===== config.mk =====
export PLATFORM = sky130hd
export DESIGN_NAME = lpmwc_host
export DESIGN_NICKNAME = d
export VERILOG_FILES = /design/src/rtl/lpmwc_pkg.sv /design/src/rtl/lpmwc_host.sv /design/src/rtl/lpmwc_fifo.sv
export SDC_FILE = /design/constraint.sdc
export NUM_CORES = 1
export LEC_CHECK = 0
export ABC_AREA = 1
export BUFFER_PORTS_ARGS = -buffer_cell sky130_fd_sc_hd__buf_2
export CELL_PAD_IN_SITES_DETAIL_PLACEMENT = 1
export CELL_PAD_IN_SITES_GLOBAL_PLACEMENT = 1
export CORE_MARGIN = 2
export CORE_UTILIZATION = 51
export CTS_CLUSTER_SIZE = 30
export DETAILED_ROUTE_END_ITERATION = 16
export GPL_ROUTABILITY_DRIVEN = 0
export PLACE_DENSITY_LB_ADDON = 0.08
export REMOVE_ABC_BUFFERS = 1
export SETUP_SLACK_MARGIN = 0.4
export SYNTH_ARGS = -nofsm -noshare
export SYNTH_HDL_FRONTEND = slang
export SYNTH_HIERARCHICAL = 1
export SYNTH_SLANG_ARGS = --single-unit

===== constraint.sdc =====
create_clock -name mclk -period 4.7 [get_ports mclk]
set_input_delay 0.94 -clock mclk [delete_from_list [all_inputs] [get_ports mclk]]
set_output_delay 0.94 -clock mclk [all_outputs]
set_load 0.05 [all_outputs]

===== src/rtl/lpmwc_pkg.sv =====
package lpmwc_pkg;
  // ****************************************************************
  // Clock and printed times, times in ns
  // ****************************************************************
  localparam int CLK_NS = 8;
  localparam int MODE_SELECT_SETUP_DELAY_NS = 5000;
  localparam int FIRST_TRANSMIT_DELAY_NS = 50000;
  localparam int SLEEP_ENTRY_DELAY_NS = 50000;
  localparam int INHIBIT_OFF_DELAY_NS = 50000;
  localparam int FAST_ENTRY_WINDOW_NS = 35000;
  localparam int FAST_EXIT_PULSE_NS = 5000;
  localparam int BIT_NORMAL_NS = 50000;
  localparam int BIT_SLOW_NS = 100000;
  localparam int BIT_FAST_NS = 10000;
  // ****************************************************************
  // Cycle counts: least times round up, longest times round down
  // ****************************************************************
  localparam int MS_SETUP_CYC = (MODE_SELECT_SETUP_DELAY_NS + CLK_NS - 1) / CLK_NS;
  localparam int FIRST_TX_CYC = (FIRST_TRANSMIT_DELAY_NS + CLK_NS - 1) / CLK_NS;
  localparam int SLEEP_CYC = (SLEEP_ENTRY_DELAY_NS + CLK_NS - 1) / CLK_NS;
  localparam int INH_OFF_CYC = INHIBIT_OFF_DELAY_NS / CLK_NS;
  localparam int FAST_ENTRY_CYC = FAST_ENTRY_WINDOW_NS / CLK_NS;
  localparam int FAST_EXIT_CYC = FAST_EXIT_PULSE_NS / CLK_NS;
  // Margin: toggle steps use a quarter of the window, glitch half
  localparam int TOG_STEP_CYC = FAST_ENTRY_CYC / 4;
  localparam int GLITCH_CYC = FAST_EXIT_CYC / 2;
  localparam int BIT_NORMAL_CYC = BIT_NORMAL_NS / CLK_NS;
  localparam int BIT_SLOW_CYC = BIT_SLOW_NS / CLK_NS;
  localparam int BIT_FAST_CYC = BIT_FAST_NS / CLK_NS;
  localparam int FIFO_DEPTH = 8;
  localparam int DATA_W = 8;
  localparam logic [3:0] FRAME_BITS = 4'hA;

  typedef enum logic [2:0] {
    CMD_NORMAL = 3'b000,
    CMD_SLOW = 3'b001,
    CMD_SLEEP = 3'b010,
    CMD_FAST = 3'b011,
    CMD_FAST_EXIT = 3'b100
  } lpmwc_cmd_t;

  typedef enum logic [3:0] {
    ST_AWAKE = 4'b0000,
    ST_SETUP = 4'b0001,
    ST_WAITCOM = 4'b0010,
    ST_ACTIVE = 4'b0011,
    ST_SLEEPING = 4'b0100,
    ST_SLEEP = 4'b0101,
    ST_TOG_LOW = 4'b0110,
    ST_TOG_HIGH = 4'b0111,
    ST_GLITCH = 4'b1000
  } lpmwc_state_t;
endpackage : lpmwc_pkg


===== src/rtl/lpmwc_host.sv =====
// Function
// - Transmit level before enable picks slew
// - Enable low, data high, held sleeps
// - Data level set up before enable
// - Wait before first transmit after mode
// - Fast toggle sequence within entry window
// - Short enable pulse leaves fast mode
// - Fast entry: both low, data, enable
`timescale 1ns/10ps
`default_nettype none
module lpmwc_host #(
  parameter int unsigned FIRST_TX_CYC = lpmwc_pkg::FIRST_TX_CYC,
  parameter int unsigned SLEEP_CYC = lpmwc_pkg::SLEEP_CYC,
  parameter int unsigned BIT_NORMAL_CYC = lpmwc_pkg::BIT_NORMAL_CYC,
  parameter int unsigned BIT_SLOW_CYC = lpmwc_pkg::BIT_SLOW_CYC
) (
  input wire logic mclk, // 125 MHz clock
  input wire logic resetn, // Async reset, active low
  input wire logic cmd_valid, // Mode command request
  input wire logic [2:0] cmd, // Command code
  output logic cmd_ready, // Command accepted when high
  input wire logic tx_valid, // Byte to send
  output logic tx_ready, // FIFO has room
  input wire logic [7:0] tx_data, // Byte, LSB first
  output logic txd_o, // Transmit data pin
  output logic en_o, // Enable pin
  input wire logic rxd, // Receive data pin, pulled up
  input wire logic inhibit_out, // Inhibit pin readback
  output logic rx_level, // Sampled bus level
  output logic wake_evt, // Wake reported, one cycle
  output logic inh_fault, // Inhibit stayed high in sleep
  output logic [3:0] mode, // Current state code
  output logic slow_sel, // Slow slew chosen
  output logic fast_on // Fast rate active
);
  // ****************************************************************
  // Mode sequencer
  // ****************************************************************
  lpmwc_pkg::lpmwc_state_t state_q, state_d;
  logic [15:0] cnt_q;
  logic en_q, txd_q, slow_q, fast_q, rx_q, wake_q, fault_q;
  logic [9:0] sh_q;
  logic [3:0] bits_q;
  logic [15:0] btmr_q;
  logic f_valid, f_ready;
  logic [7:0] f_data;

  wire cnt_done = cnt_q == 16'h0000;
  wire tx_busy = bits_q != 4'h0;
  wire idle = (state_q == lpmwc_pkg::ST_ACTIVE) && !tx_busy && !f_valid;
  wire cmd_go = cmd_valid && cmd_ready;
  // Wake filtering and the reference level live in the device
  wire rx_wake = (state_q == lpmwc_pkg::ST_SLEEP) &&
                 !rxd;

  always_comb begin
    state_d = state_q;
    case (state_q)
      lpmwc_pkg::ST_AWAKE, lpmwc_pkg::ST_SLEEP: begin
        if (rx_wake) state_d = lpmwc_pkg::ST_AWAKE;
        else if (cmd_go && (cmd == lpmwc_pkg::CMD_NORMAL ||
                 cmd == lpmwc_pkg::CMD_SLOW)) state_d = lpmwc_pkg::ST_SETUP;
      end
      lpmwc_pkg::ST_SETUP: if (cnt_done) state_d = lpmwc_pkg::ST_WAITCOM;
      lpmwc_pkg::ST_WAITCOM: if (cnt_done) state_d = lpmwc_pkg::ST_ACTIVE;
      lpmwc_pkg::ST_ACTIVE: begin
        if (cmd_go && cmd == lpmwc_pkg::CMD_SLEEP) begin
          state_d = lpmwc_pkg::ST_SLEEPING;
        end else if (cmd_go && cmd == lpmwc_pkg::CMD_FAST) begin
          state_d = lpmwc_pkg::ST_TOG_LOW;
        end else if (cmd_go && cmd == lpmwc_pkg::CMD_FAST_EXIT && fast_q) begin
          state_d = lpmwc_pkg::ST_GLITCH;
        end
      end
      lpmwc_pkg::ST_SLEEPING: if (cnt_done) state_d = lpmwc_pkg::ST_SLEEP;
      lpmwc_pkg::ST_TOG_LOW: if (cnt_done) state_d = lpmwc_pkg::ST_TOG_HIGH;
      lpmwc_pkg::ST_TOG_HIGH: if (cnt_done) state_d = lpmwc_pkg::ST_WAITCOM;
      lpmwc_pkg::ST_GLITCH: if (cnt_done) state_d = lpmwc_pkg::ST_ACTIVE;
      default: state_d = lpmwc_pkg::ST_AWAKE;
    endcase
  end

  // Delay loaded on each state change, counted down to zero
  wire [15:0] cnt_load =
    (state_d == lpmwc_pkg::ST_SETUP) ? 16'(lpmwc_pkg::MS_SETUP_CYC) :
    (state_d == lpmwc_pkg::ST_WAITCOM) ? 16'(FIRST_TX_CYC) :
    (state_d == lpmwc_pkg::ST_SLEEPING) ? 16'(SLEEP_CYC) :
    (state_d == lpmwc_pkg::ST_GLITCH) ? 16'(lpmwc_pkg::GLITCH_CYC) :
    (state_d == lpmwc_pkg::ST_TOG_LOW ||
     state_d == lpmwc_pkg::ST_TOG_HIGH) ? 16'(lpmwc_pkg::TOG_STEP_CYC) :
    16'h0000;

  // Pin levels per state; slew level shown on data before enable
  // A new wake shows its slew level on the data pin in the cycle it is
  // taken, so the setup time runs from that edge and no stale level leaks
  wire wake_go = (state_d == lpmwc_pkg::ST_SETUP) &&
                 (state_q != lpmwc_pkg::ST_SETUP);
  wire slow_d = wake_go ? (cmd == lpmwc_pkg::CMD_SLOW) : slow_q;
  wire en_d = (state_d == lpmwc_pkg::ST_WAITCOM) ||
              (state_d == lpmwc_pkg::ST_ACTIVE);
  wire txd_d =
    (state_d == lpmwc_pkg::ST_SETUP) ? !slow_d :
    (state_d == lpmwc_pkg::ST_WAITCOM) ? txd_q : // Held through enable rise
    (state_d == lpmwc_pkg::ST_TOG_LOW) ? 1'b0 :
    (state_d == lpmwc_pkg::ST_ACTIVE && tx_busy) ? sh_q[0] :
    1'b1;

  always_ff @(posedge mclk or negedge resetn) begin
    if (!resetn) begin
      state_q <= lpmwc_pkg::ST_AWAKE;
      cnt_q <= 16'h0000;
      en_q <= 1'b0;
      txd_q <= 1'b1;
    end else begin
      state_q <= state_d;
      cnt_q <= (state_d != state_q) ? cnt_load :
               (cnt_done ? cnt_q : cnt_q - 16'h0001);
      en_q <= en_d;
      txd_q <= txd_d;
    end
  end

  // Slew fixed only when leaving sleep or awake; fast toggles
  always_ff @(posedge mclk or negedge resetn) begin
    if (!resetn) begin
      slow_q <= 1'b0;
      fast_q <= 1'b0;
    end else begin
      if (wake_go) begin
        slow_q <= slow_d;
        fast_q <= 1'b0;
      end
      if (state_q == lpmwc_pkg::ST_TOG_HIGH && cnt_done) begin
        fast_q <= !fast_q;
      end
      if (state_q == lpmwc_pkg::ST_GLITCH && cnt_done) begin
        fast_q <= 1'b0;
      end
    end
  end

  // ****************************************************************
  // Receive level, wake report and inhibit check
  // ****************************************************************
  always_ff @(posedge mclk or negedge resetn) begin
    if (!resetn) begin
      rx_q <= 1'b1;
      wake_q <= 1'b0;
      fault_q <= 1'b0;
    end else begin
      rx_q <= rxd;
      wake_q <= rx_wake;
      // Sleep state is at least as late as the inhibit limit
      if (state_q == lpmwc_pkg::ST_SLEEP && inhibit_out) fault_q <= 1'b1;
      else if (state_q == lpmwc_pkg::ST_SETUP) fault_q <= 1'b0;
    end
  end

  // ****************************************************************
  // Byte serializer: start bit, 8 data bits, stop bit
  // ****************************************************************
  wire [15:0] bit_len = fast_q ? 16'(lpmwc_pkg::BIT_FAST_CYC) :
                        slow_q ? 16'(BIT_SLOW_CYC) : 16'(BIT_NORMAL_CYC);
  wire bit_end = tx_busy && btmr_q == 16'h0000;
  assign f_ready = idle ? 1'b0 : (state_q == lpmwc_pkg::ST_ACTIVE && !tx_busy);

  always_ff @(posedge mclk or negedge resetn) begin
    if (!resetn) begin
      sh_q <= 10'h3FF;
      bits_q <= 4'h0;
      btmr_q <= 16'h0000;
    end else if (f_valid && f_ready) begin
      sh_q <= {1'b1, f_data, 1'b0};
      bits_q <= lpmwc_pkg::FRAME_BITS;
      btmr_q <= bit_len - 16'h0001;
    end else if (bit_end) begin
      sh_q <= {1'b1, sh_q[9:1]};
      bits_q <= bits_q - 4'h1;
      btmr_q <= bit_len - 16'h0001;
    end else if (tx_busy) begin
      btmr_q <= btmr_q - 16'h0001;
    end
  end

  lpmwc_fifo #(.W(lpmwc_pkg::DATA_W), .D(lpmwc_pkg::FIFO_DEPTH)) u_fifo (
    .mclk(mclk),
    .resetn(resetn),
    .in_valid(tx_valid),
    .in_ready(tx_ready),
    .in_data(tx_data),
    .out_valid(f_valid),
    .out_ready(f_ready),
    .out_data(f_data)
  );

  assign cmd_ready = (state_q == lpmwc_pkg::ST_AWAKE) ||
                     (state_q == lpmwc_pkg::ST_SLEEP) || idle;
  assign txd_o = txd_q;
  assign en_o = en_q;
  assign rx_level = rx_q;
  assign wake_evt = wake_q;
  assign inh_fault = fault_q;
  assign mode = state_q;
  assign slow_sel = slow_q;
  assign fast_on = fast_q;

  // ****************************************************************
  // Checks
  // ****************************************************************
  logic [15:0] lo_cnt_q, hi_cnt_q, stab_cnt_q;
  logic txd_prev_q;
  always_ff @(posedge mclk or negedge resetn) begin
    if (!resetn) begin
      lo_cnt_q <= 16'h0000;
      hi_cnt_q <= 16'h0000;
      stab_cnt_q <= 16'h0000;
      txd_prev_q <= 1'b1;
    end else begin
      // Counters saturate so a long idle spell cannot wrap into a false fire
      lo_cnt_q <= en_q ? 16'h0000 : lo_cnt_q + {15'h0000, ~&lo_cnt_q};
      hi_cnt_q <= !en_q ? 16'h0000 : hi_cnt_q + {15'h0000, ~&hi_cnt_q};
      txd_prev_q <= txd_q;
      stab_cnt_q <= (txd_q != txd_prev_q) ? 16'h0000 :
                    stab_cnt_q + {15'h0000, ~&stab_cnt_q};
    end
  end
endmodule : lpmwc_host
`default_nettype wire


===== src/rtl/lpmwc_fifo.sv =====
`timescale 1ns/10ps
`default_nettype none
module lpmwc_fifo #(
  parameter int W = 8,
  parameter int D = 8
) (
  input wire logic mclk, // System clock
  input wire logic resetn, // Async reset, active low
  input wire logic in_valid, // Write request
  output logic in_ready, // Not full
  input wire logic [W-1:0] in_data, // Write word
  output logic out_valid, // Not empty
  input wire logic out_ready, // Read accept
  output logic [W-1:0] out_data // Oldest word
);
  localparam int AW = $clog2(D);
  logic [W-1:0] mem_q [D];
  logic [AW-1:0] wr_q;
  logic [AW-1:0] rd_q;
  logic [AW:0] cnt_q;
  wire push = in_valid && in_ready;
  wire pop = out_valid && out_ready;

  assign in_ready = cnt_q != (AW+1)'(D);
  assign out_valid = cnt_q != '0;
  assign out_data = mem_q[rd_q];

  always_ff @(posedge mclk) begin
    if (push) begin
      mem_q[wr_q] <= in_data;
    end
  end

  always_ff @(posedge mclk or negedge resetn) begin
    if (!resetn) begin
      wr_q <= '0;
      rd_q <= '0;
      cnt_q <= '0;
    end else begin
      if (push) wr_q <= (wr_q == AW'(D - 1)) ? '0 : wr_q + 1'b1;
      if (pop) rd_q <= (rd_q == AW'(D - 1)) ? '0 : rd_q + 1'b1;
      cnt_q <= cnt_q + (AW+1)'(push) - (AW+1)'(pop);
    end
  end
endmodule : lpmwc_fifo
`default_nettype wire


==> metrics, run 1 <==
Post-DP HPWL=between 10 and 15 mm; routed wl met3=between 600 and 700 µm; min Tclk post-route=3.60 ns; Port Buf Inserts=29; DRT antenna net count=0; Hold Crit Depth=2; Starting Density=0.522; layout cells sized above 1=0.153; htree depth=4; Num CTS Buffers=17; CTS Hold Buffers Added=0; worst r2r src=bits_q[0]$_DFFE_PN0P_; Max Used Layer=met4; GR Util All Layers=0.269; FP Rows=42; RSZ-0062 raised after global routing=no; TritonRoute pass-1 iters=4; NumNets Final=870; routed wire length=roughly 18 mm; Layout area overhead=12.2%; Die ar.=roughly 15000 µm²; Clock Root Buffer=clkbuf_16; total negative slack=0 ns; first-iteration detailed-routing DRC count=between 300 and 400; Max Fclk=approximately 280 MHz; maximum buffer depth of the clock tree=2; synth unique cells=45; Final Cycle Share=0.766; crit path kind=flop to flop; Mapped Cells=807; ant diodes=0; post-synthesis sequential area ratio=0.516; worst reg2reg endpoint=btmr_q[10]$_DFFE_PN0P_; clk_lat worst skew=~0.42 ns; Residual DRC=0; Slew Limit Fails=0; Tightest Pin Transition=between 1 and 1.5 ns; first-pass GRT wire length=29.9 mm; hold_sp=cnt_q[0]$_DFFE_PN0P_; Setup Buffers After CTS=0; Post-synth ARST share=0.508; utilization after layout=0.586; CP startpoint=bits_q[0]$_DFFE_PN0P_; Setup crit end kind=flop; Arr. time, crit path=3.94 ns; DIE WIDTH=121 µm; Post-Syn Area=6950 µm²; wire per inst=about 18 µm; Avg Cell Area, Syn=roughly 8.6 µm²; Post-synth EDFFs=64; Ys Warns=6; # IOs=30; outcome=completed; reg2reg setup slack=about 1.1 ns; most common cell after layout, fill and taps aside=nand2_1; dpl cell area=7200 µm²; worst vdd ir=~0.33 mV; total grt overflow=0; DIE HEIGHT=between 100 and 150 µm; core footprint=roughly 13000 µm²; top_reg_cell synth=edfxtp_1; final hold vios=0; Rel. slew slack=0.290; DR vias/cell=roughly 5.4; CP max FO=19; setup violators final=0; largest net degree at the start of global routing=45; PD cells=~600 nW/µm²; max_cap viols=0; M1 wire length=approximately 7.6 mm; hold crit path type=flop to flop; DP Worst Slack=~1.2 ns; met2 routed WL=approximately 9.5 mm; Vias=between 5000 and 6000; Hold Path End=cnt_q[0]$_DFFE_PN0P_; CTS Sinks=130; post-cts resize count=0; Hold Worst Slack=0.489 ns; Leakage=~0.0038 µW; WP data required=between 5 and 6 ns; vias in the first global route=6054; Setup WS post-layout=roughly 1.1 ns; most frequent cells in the layout=214 x nand2_1, 127 x inv_1, 66 x nand3_1; crit path launch type=flop; initial antenna violation count=0; post-route cell area=7790 µm²; R2R cell count=12; flops & latches, synth=130; clk slew on worst S/H paths=roughly 0.060 ns; TritonCTS clock tree=yes; final setup skew=between 0.01 and 0.015 ns
-- report_power, final --
group	total [µW]	switching (µW)	internal (µW)
combinational	1720	1190	526
sequential	1710	215	1490
clock	1340	544	797
total	4770	1950	2810
-- cell usage after synthesis (4+ instances only) --
cell type	number	area, µm²
nor2_4	5	56.3
dfrtp_1	55	1380
dfstp_2	11	289
nor3_1	18	90.1
buf_6	8	90.1
nand3_2	6	60.1
inv_1	127	477
a22oi_1	7	52.6
nand2_1	214	803
buf_4	4	30.0
o21ai_1	4	20.0
ha_1	14	175
xor2_1	16	140
nand2_2	17	106
clkbuf_1	4	15.0
nand3_1	66	330
inv_2	8	30.0
edfxtp_1	64	1920
a21oi_1	22	110
nor2_1	51	191
o21ai_0	34	170
nand4_1	15	93.8
buf_2	4	20.0
-- cell type report --
class | count | area [µm²]
clock inverter | 15 | 168
sequential | 130 | 3590
fill | 1573 | 5500
timing repair buffer | 33 | 175
tap | 176 | 220
multi-input combinational | 519 | 2700
inverter | 137 | 519
clock buffer | 17 | 425
-- registers in the layout (all words and copies together), names as in the netlist, 3 cells and up --
register and cells:
u_fifo/mem_q 64, btmr_q 16, cnt_q 16, sh_q 9, bits_q 4, mode 4, u_fifo/cnt_q 4, u_fifo/rd_q 3
u_fifo/wr_q 3
-- layer usage --
metal	global-route usage	up-vias
met1	0.332	2771
met3	0.0467	30
met2	0.472	93
met5	0	-
li1	-	2673
met4	0.0974	0
-- stage by stage --
step | total power (µW) | cells
after detailed placement | 3430 | 995
after floorplan | 2920 | 786
after global placement | 3320 | 995
after global routing | 5090 | 1027
final | 4770 | 1027
after CTS | 4800 | 1027
-- logic make-up after synthesis --
group | after synthesis | share of synthesized area
compound gates | 78 | 0.0638
xor+xnor | 19 | 0.0240
fa+ha+maj | 15 | 0.0281
buf+inv | 158 | 0.0993
flops | 130 | 0.516
simple gates | 407 | 0.268
-- worst max-delay path, cell delays in order, from the launching register on --
cell     delay [ns]
dfrtp_1        0.36
inv_1          0.15
ha_1           0.18
nand2_1        0.05
nor2_1         0.28
inv_1          0.19
nor3_2         0.70
inv_1          0.39
nand2_1        0.52
inv_2          0.27
o21ai_0        0.22
a21oi_1        0.06
a21oi_1        0.12
-- worst max-delay path by stage --
| stage | to | slack, ns |
|---|---|---|
| after detailed placement | btmr_q[10]$_DFFE_PN0P_ | 1.18 |
| after floorplan | u_fifo/cnt_q[2]$_DFF_PN0_ | 1.83 |
| after global routing | btmr_q[10]$_DFFE_PN0P_ | 0.63 |
| after CTS | btmr_q[10]$_DFFE_PN0P_ | 1.10 |
| after global placement | btmr_q[10]$_DFFE_PN0P_ | 1.34 |
| final | btmr_q[10]$_DFFE_PN0P_ | 1.10 |
Power figures use the tool's default switching activity.
==> run 2: changes to the inputs <==
--- a/config.mk
+++ b/config.mk
@@ -10,7 +10,7 @@
 export CELL_PAD_IN_SITES_DETAIL_PLACEMENT = 1
 export CELL_PAD_IN_SITES_GLOBAL_PLACEMENT = 1
 export CORE_MARGIN = 2
-export CORE_UTILIZATION = 51
+export CORE_UTILIZATION = 43
 export CTS_CLUSTER_SIZE = 30
 export DETAILED_ROUTE_END_ITERATION = 16
 export GPL_ROUTABILITY_DRIVEN = 0
==> constraint.sdc (replaced) <==
create_clock -name mclk -period 3.2 [get_ports mclk]
set_input_delay 0.64 -clock mclk [delete_from_list [all_inputs] [get_ports mclk]]
set_output_delay 0.64 -clock mclk [all_outputs]
set_load 0.05 [all_outputs]
==> metrics, run 2 (synthesis results as in run 1) <==
Clock Root Buffer=clkbuf_16; total negative slack=0 ns (unchanged); # IOs=30 (unchanged); ant diodes=0 (unchanged); crit path launch type=flop; CTS Sinks=130 (unchanged); largest net degree at the start of global routing=34 (-24%); clk slew on worst S/H paths=0.06 ns (about the same); DR vias/cell=5.13 (-5.3%); most frequent cells in the layout=212 x nand2_1, 125 x inv_1, 66 x nand3_1; Die ar.=17200 µm² (+18%); CP max-delay cell=dfrtp_1; final setup skew=0.00572 ns (-0.00486 ns); maximum buffer depth of the clock tree=2 (unchanged); Inst Count DP=1046 (+5.1%); outcome=completed; Layout area overhead=15.3%; CP top delay family=adder cells; vias in the first global route=6027 (-0.45%); Hold Worst Slack=0.257 ns (-0.233 ns); utilization after layout=0.506 (-0.0803); Residual DRC=0 (unchanged); worst vdd ir=0.549 mV (+64%); Reg with most FFs=u_fifo/mem_q; htree depth=4 (unchanged); min Tclk post-route=2.57 ns (-1.03 ns); initial antenna violation count=0 (unchanged); FP Rows=46 (+9.5%); Cell Chain, Critical Path=inv_1, ha_1, nand2_1, nor2_4, inv_2, nor3_2, buf_4, nand2_1, inv_1, ha_1, inv_1, ha_1, fa_1, xor2_1; TritonRoute pass-1 iters=4 (unchanged); Rel. slew slack=0.410 (+0.121); Tightest Pin Transition=0.884 ns (-0.181 ns); final hold vios=0 (unchanged); crit path kind=flop to flop; post-route cell area=8010 µm² (+2.7%); Port Buf Inserts=29 (unchanged); max reg flops=64 (unchanged); total grt overflow=0 (unchanged); Arr. time, crit path=2.87 ns (-1.07 ns); CTS Hold Buffers Added=0 (unchanged); Post-DP HPWL=12.7 mm (+0.61%); CP max FO=8 (-11); routed wire length=17.8 mm (-1.6%); Regs by FF count=u_fifo/mem_q (64), btmr_q (16), cnt_q (16); DIE HEIGHT=131 µm (+8.6%); Slew Limit Fails=0 (unchanged); fin cells=1081 (+5.3%); Leakage=0.00385 µW (+2.5%); WP buf/inv=5 (+1); setup violators final=0 (unchanged); Final Cycle Share=0.802 (+0.0360); Starting Density=0.439 (-0.0836); wire per inst=16.5 µm (-6.5%); TritonCTS clock tree=yes; hold crit path type=primary input to async pin; dpl cell area=7300 µm² (+1.4%); PD cells=900 nW/µm² (+47%); DIE WIDTH=131 µm (+8.6%); GR Util All Layers=0.228 (-0.0414); most common cell after layout, fill and taps aside=nand2_1; Critical Path Max Stage Delay=0.39 ns (-0.31 ns); Vias=5549 (-0.32%); core footprint=15800 µm² (+19%); first-pass GRT wire length=29.8 mm (-0.19%); DRT antenna net count=0 (unchanged); clk_lat worst skew=0.42 ns (about the same); NumNets Final=884 (+1.6%); max_cap viols=0 (unchanged); layout cells sized above 1=0.169 (+0.0160); WP data required=3.50 ns (-1.54 ns); Num CTS Buffers=17 (unchanged); RSZ-0062 raised after global routing=no; Setup crit end kind=flop; Max Fclk=389 MHz (+40%); first-iteration detailed-routing DRC count=269 (-29%)
## run 2: changes by cell type in the layout (fill, tap and decap cells not counted), sizes merged
cell and delta:
clkinv +2, clkinvlp +1, bufinv +3, inv -9, buf +14, clkbuf +3
## run 2: area by class of cell
| cell class | count | area [µm²] |
|---|---|---|
| fillers | 1879 | 7820 |
| well taps | 216 | 270 |
| flip-flops and latches | 130 | 3590 |
| repair buffers | 47 | 280 |
| multi-input cells | 519 | 2700 |
| clock inverters | 12 | 205 |
| inverters | 137 | 522 |
| clock buffers | 20 | 447 |
## run 2: per-stage QoR
step,worst slack [ns],total power [µW]
2_1_floorplan,0.335,4280
3_3_place_gp,0.481,4910
3_5_place_dp,0.382,5050
6_report,0.632,7200
4_1_cts,0.402,7240
5_1_grt,0.397,7730
## run 2: timing repair
| action | 4_1_cts | 5_1_grt |
|---|---|---|
| setup endpoints to repair | 6 | 27 |
| hold endpoints to repair | 0 | 0 |
| resized for setup | 1 | 10 |
| pin swaps | 1 | 0 |
| setup buffers | 3 | 0 |
## run 2: path summary, 6_finish.rpt
kind	startpoint	to	slack [ns]	cells past startpoint
max	bits_q[1]$_DFFE_PN0P_	u_fifo/cnt_q[2]$_DFF_PN0_	0.63	14
min	resetn	btmr_q[1]$_DFFE_PN0P_	0.26	1
max reg2reg	bits_q[1]$_DFFE_PN0P_	u_fifo/cnt_q[2]$_DFF_PN0_	0.63	14
min reg2reg	sh_q[0]$_DFFE_PN1P_	sh_q[0]$_DFFE_PN1P_	0.48	2
max in group asynchronous	resetn	txd_o$_DFFE_PN1P_	2.08	2
min in group mclk	rxd	rx_level$_DFF_PN1_	0.33	1
## run 2: metal layers
layer,vias to the layer above,track usage,routed length (µm)
met5,-,0,0
met4,0,0.0788,323
met3,33,0.0390,496
met2,59,0.389,8940
met1,2763,0.294,8080
li1,2694,-,-
## run 2: where the power goes
part	internal, µW	leakage [µW]	switching (µW)
logic	808	0.00215	1750
registers	2190	0.00139	310
clock network	1410	0.000311	738
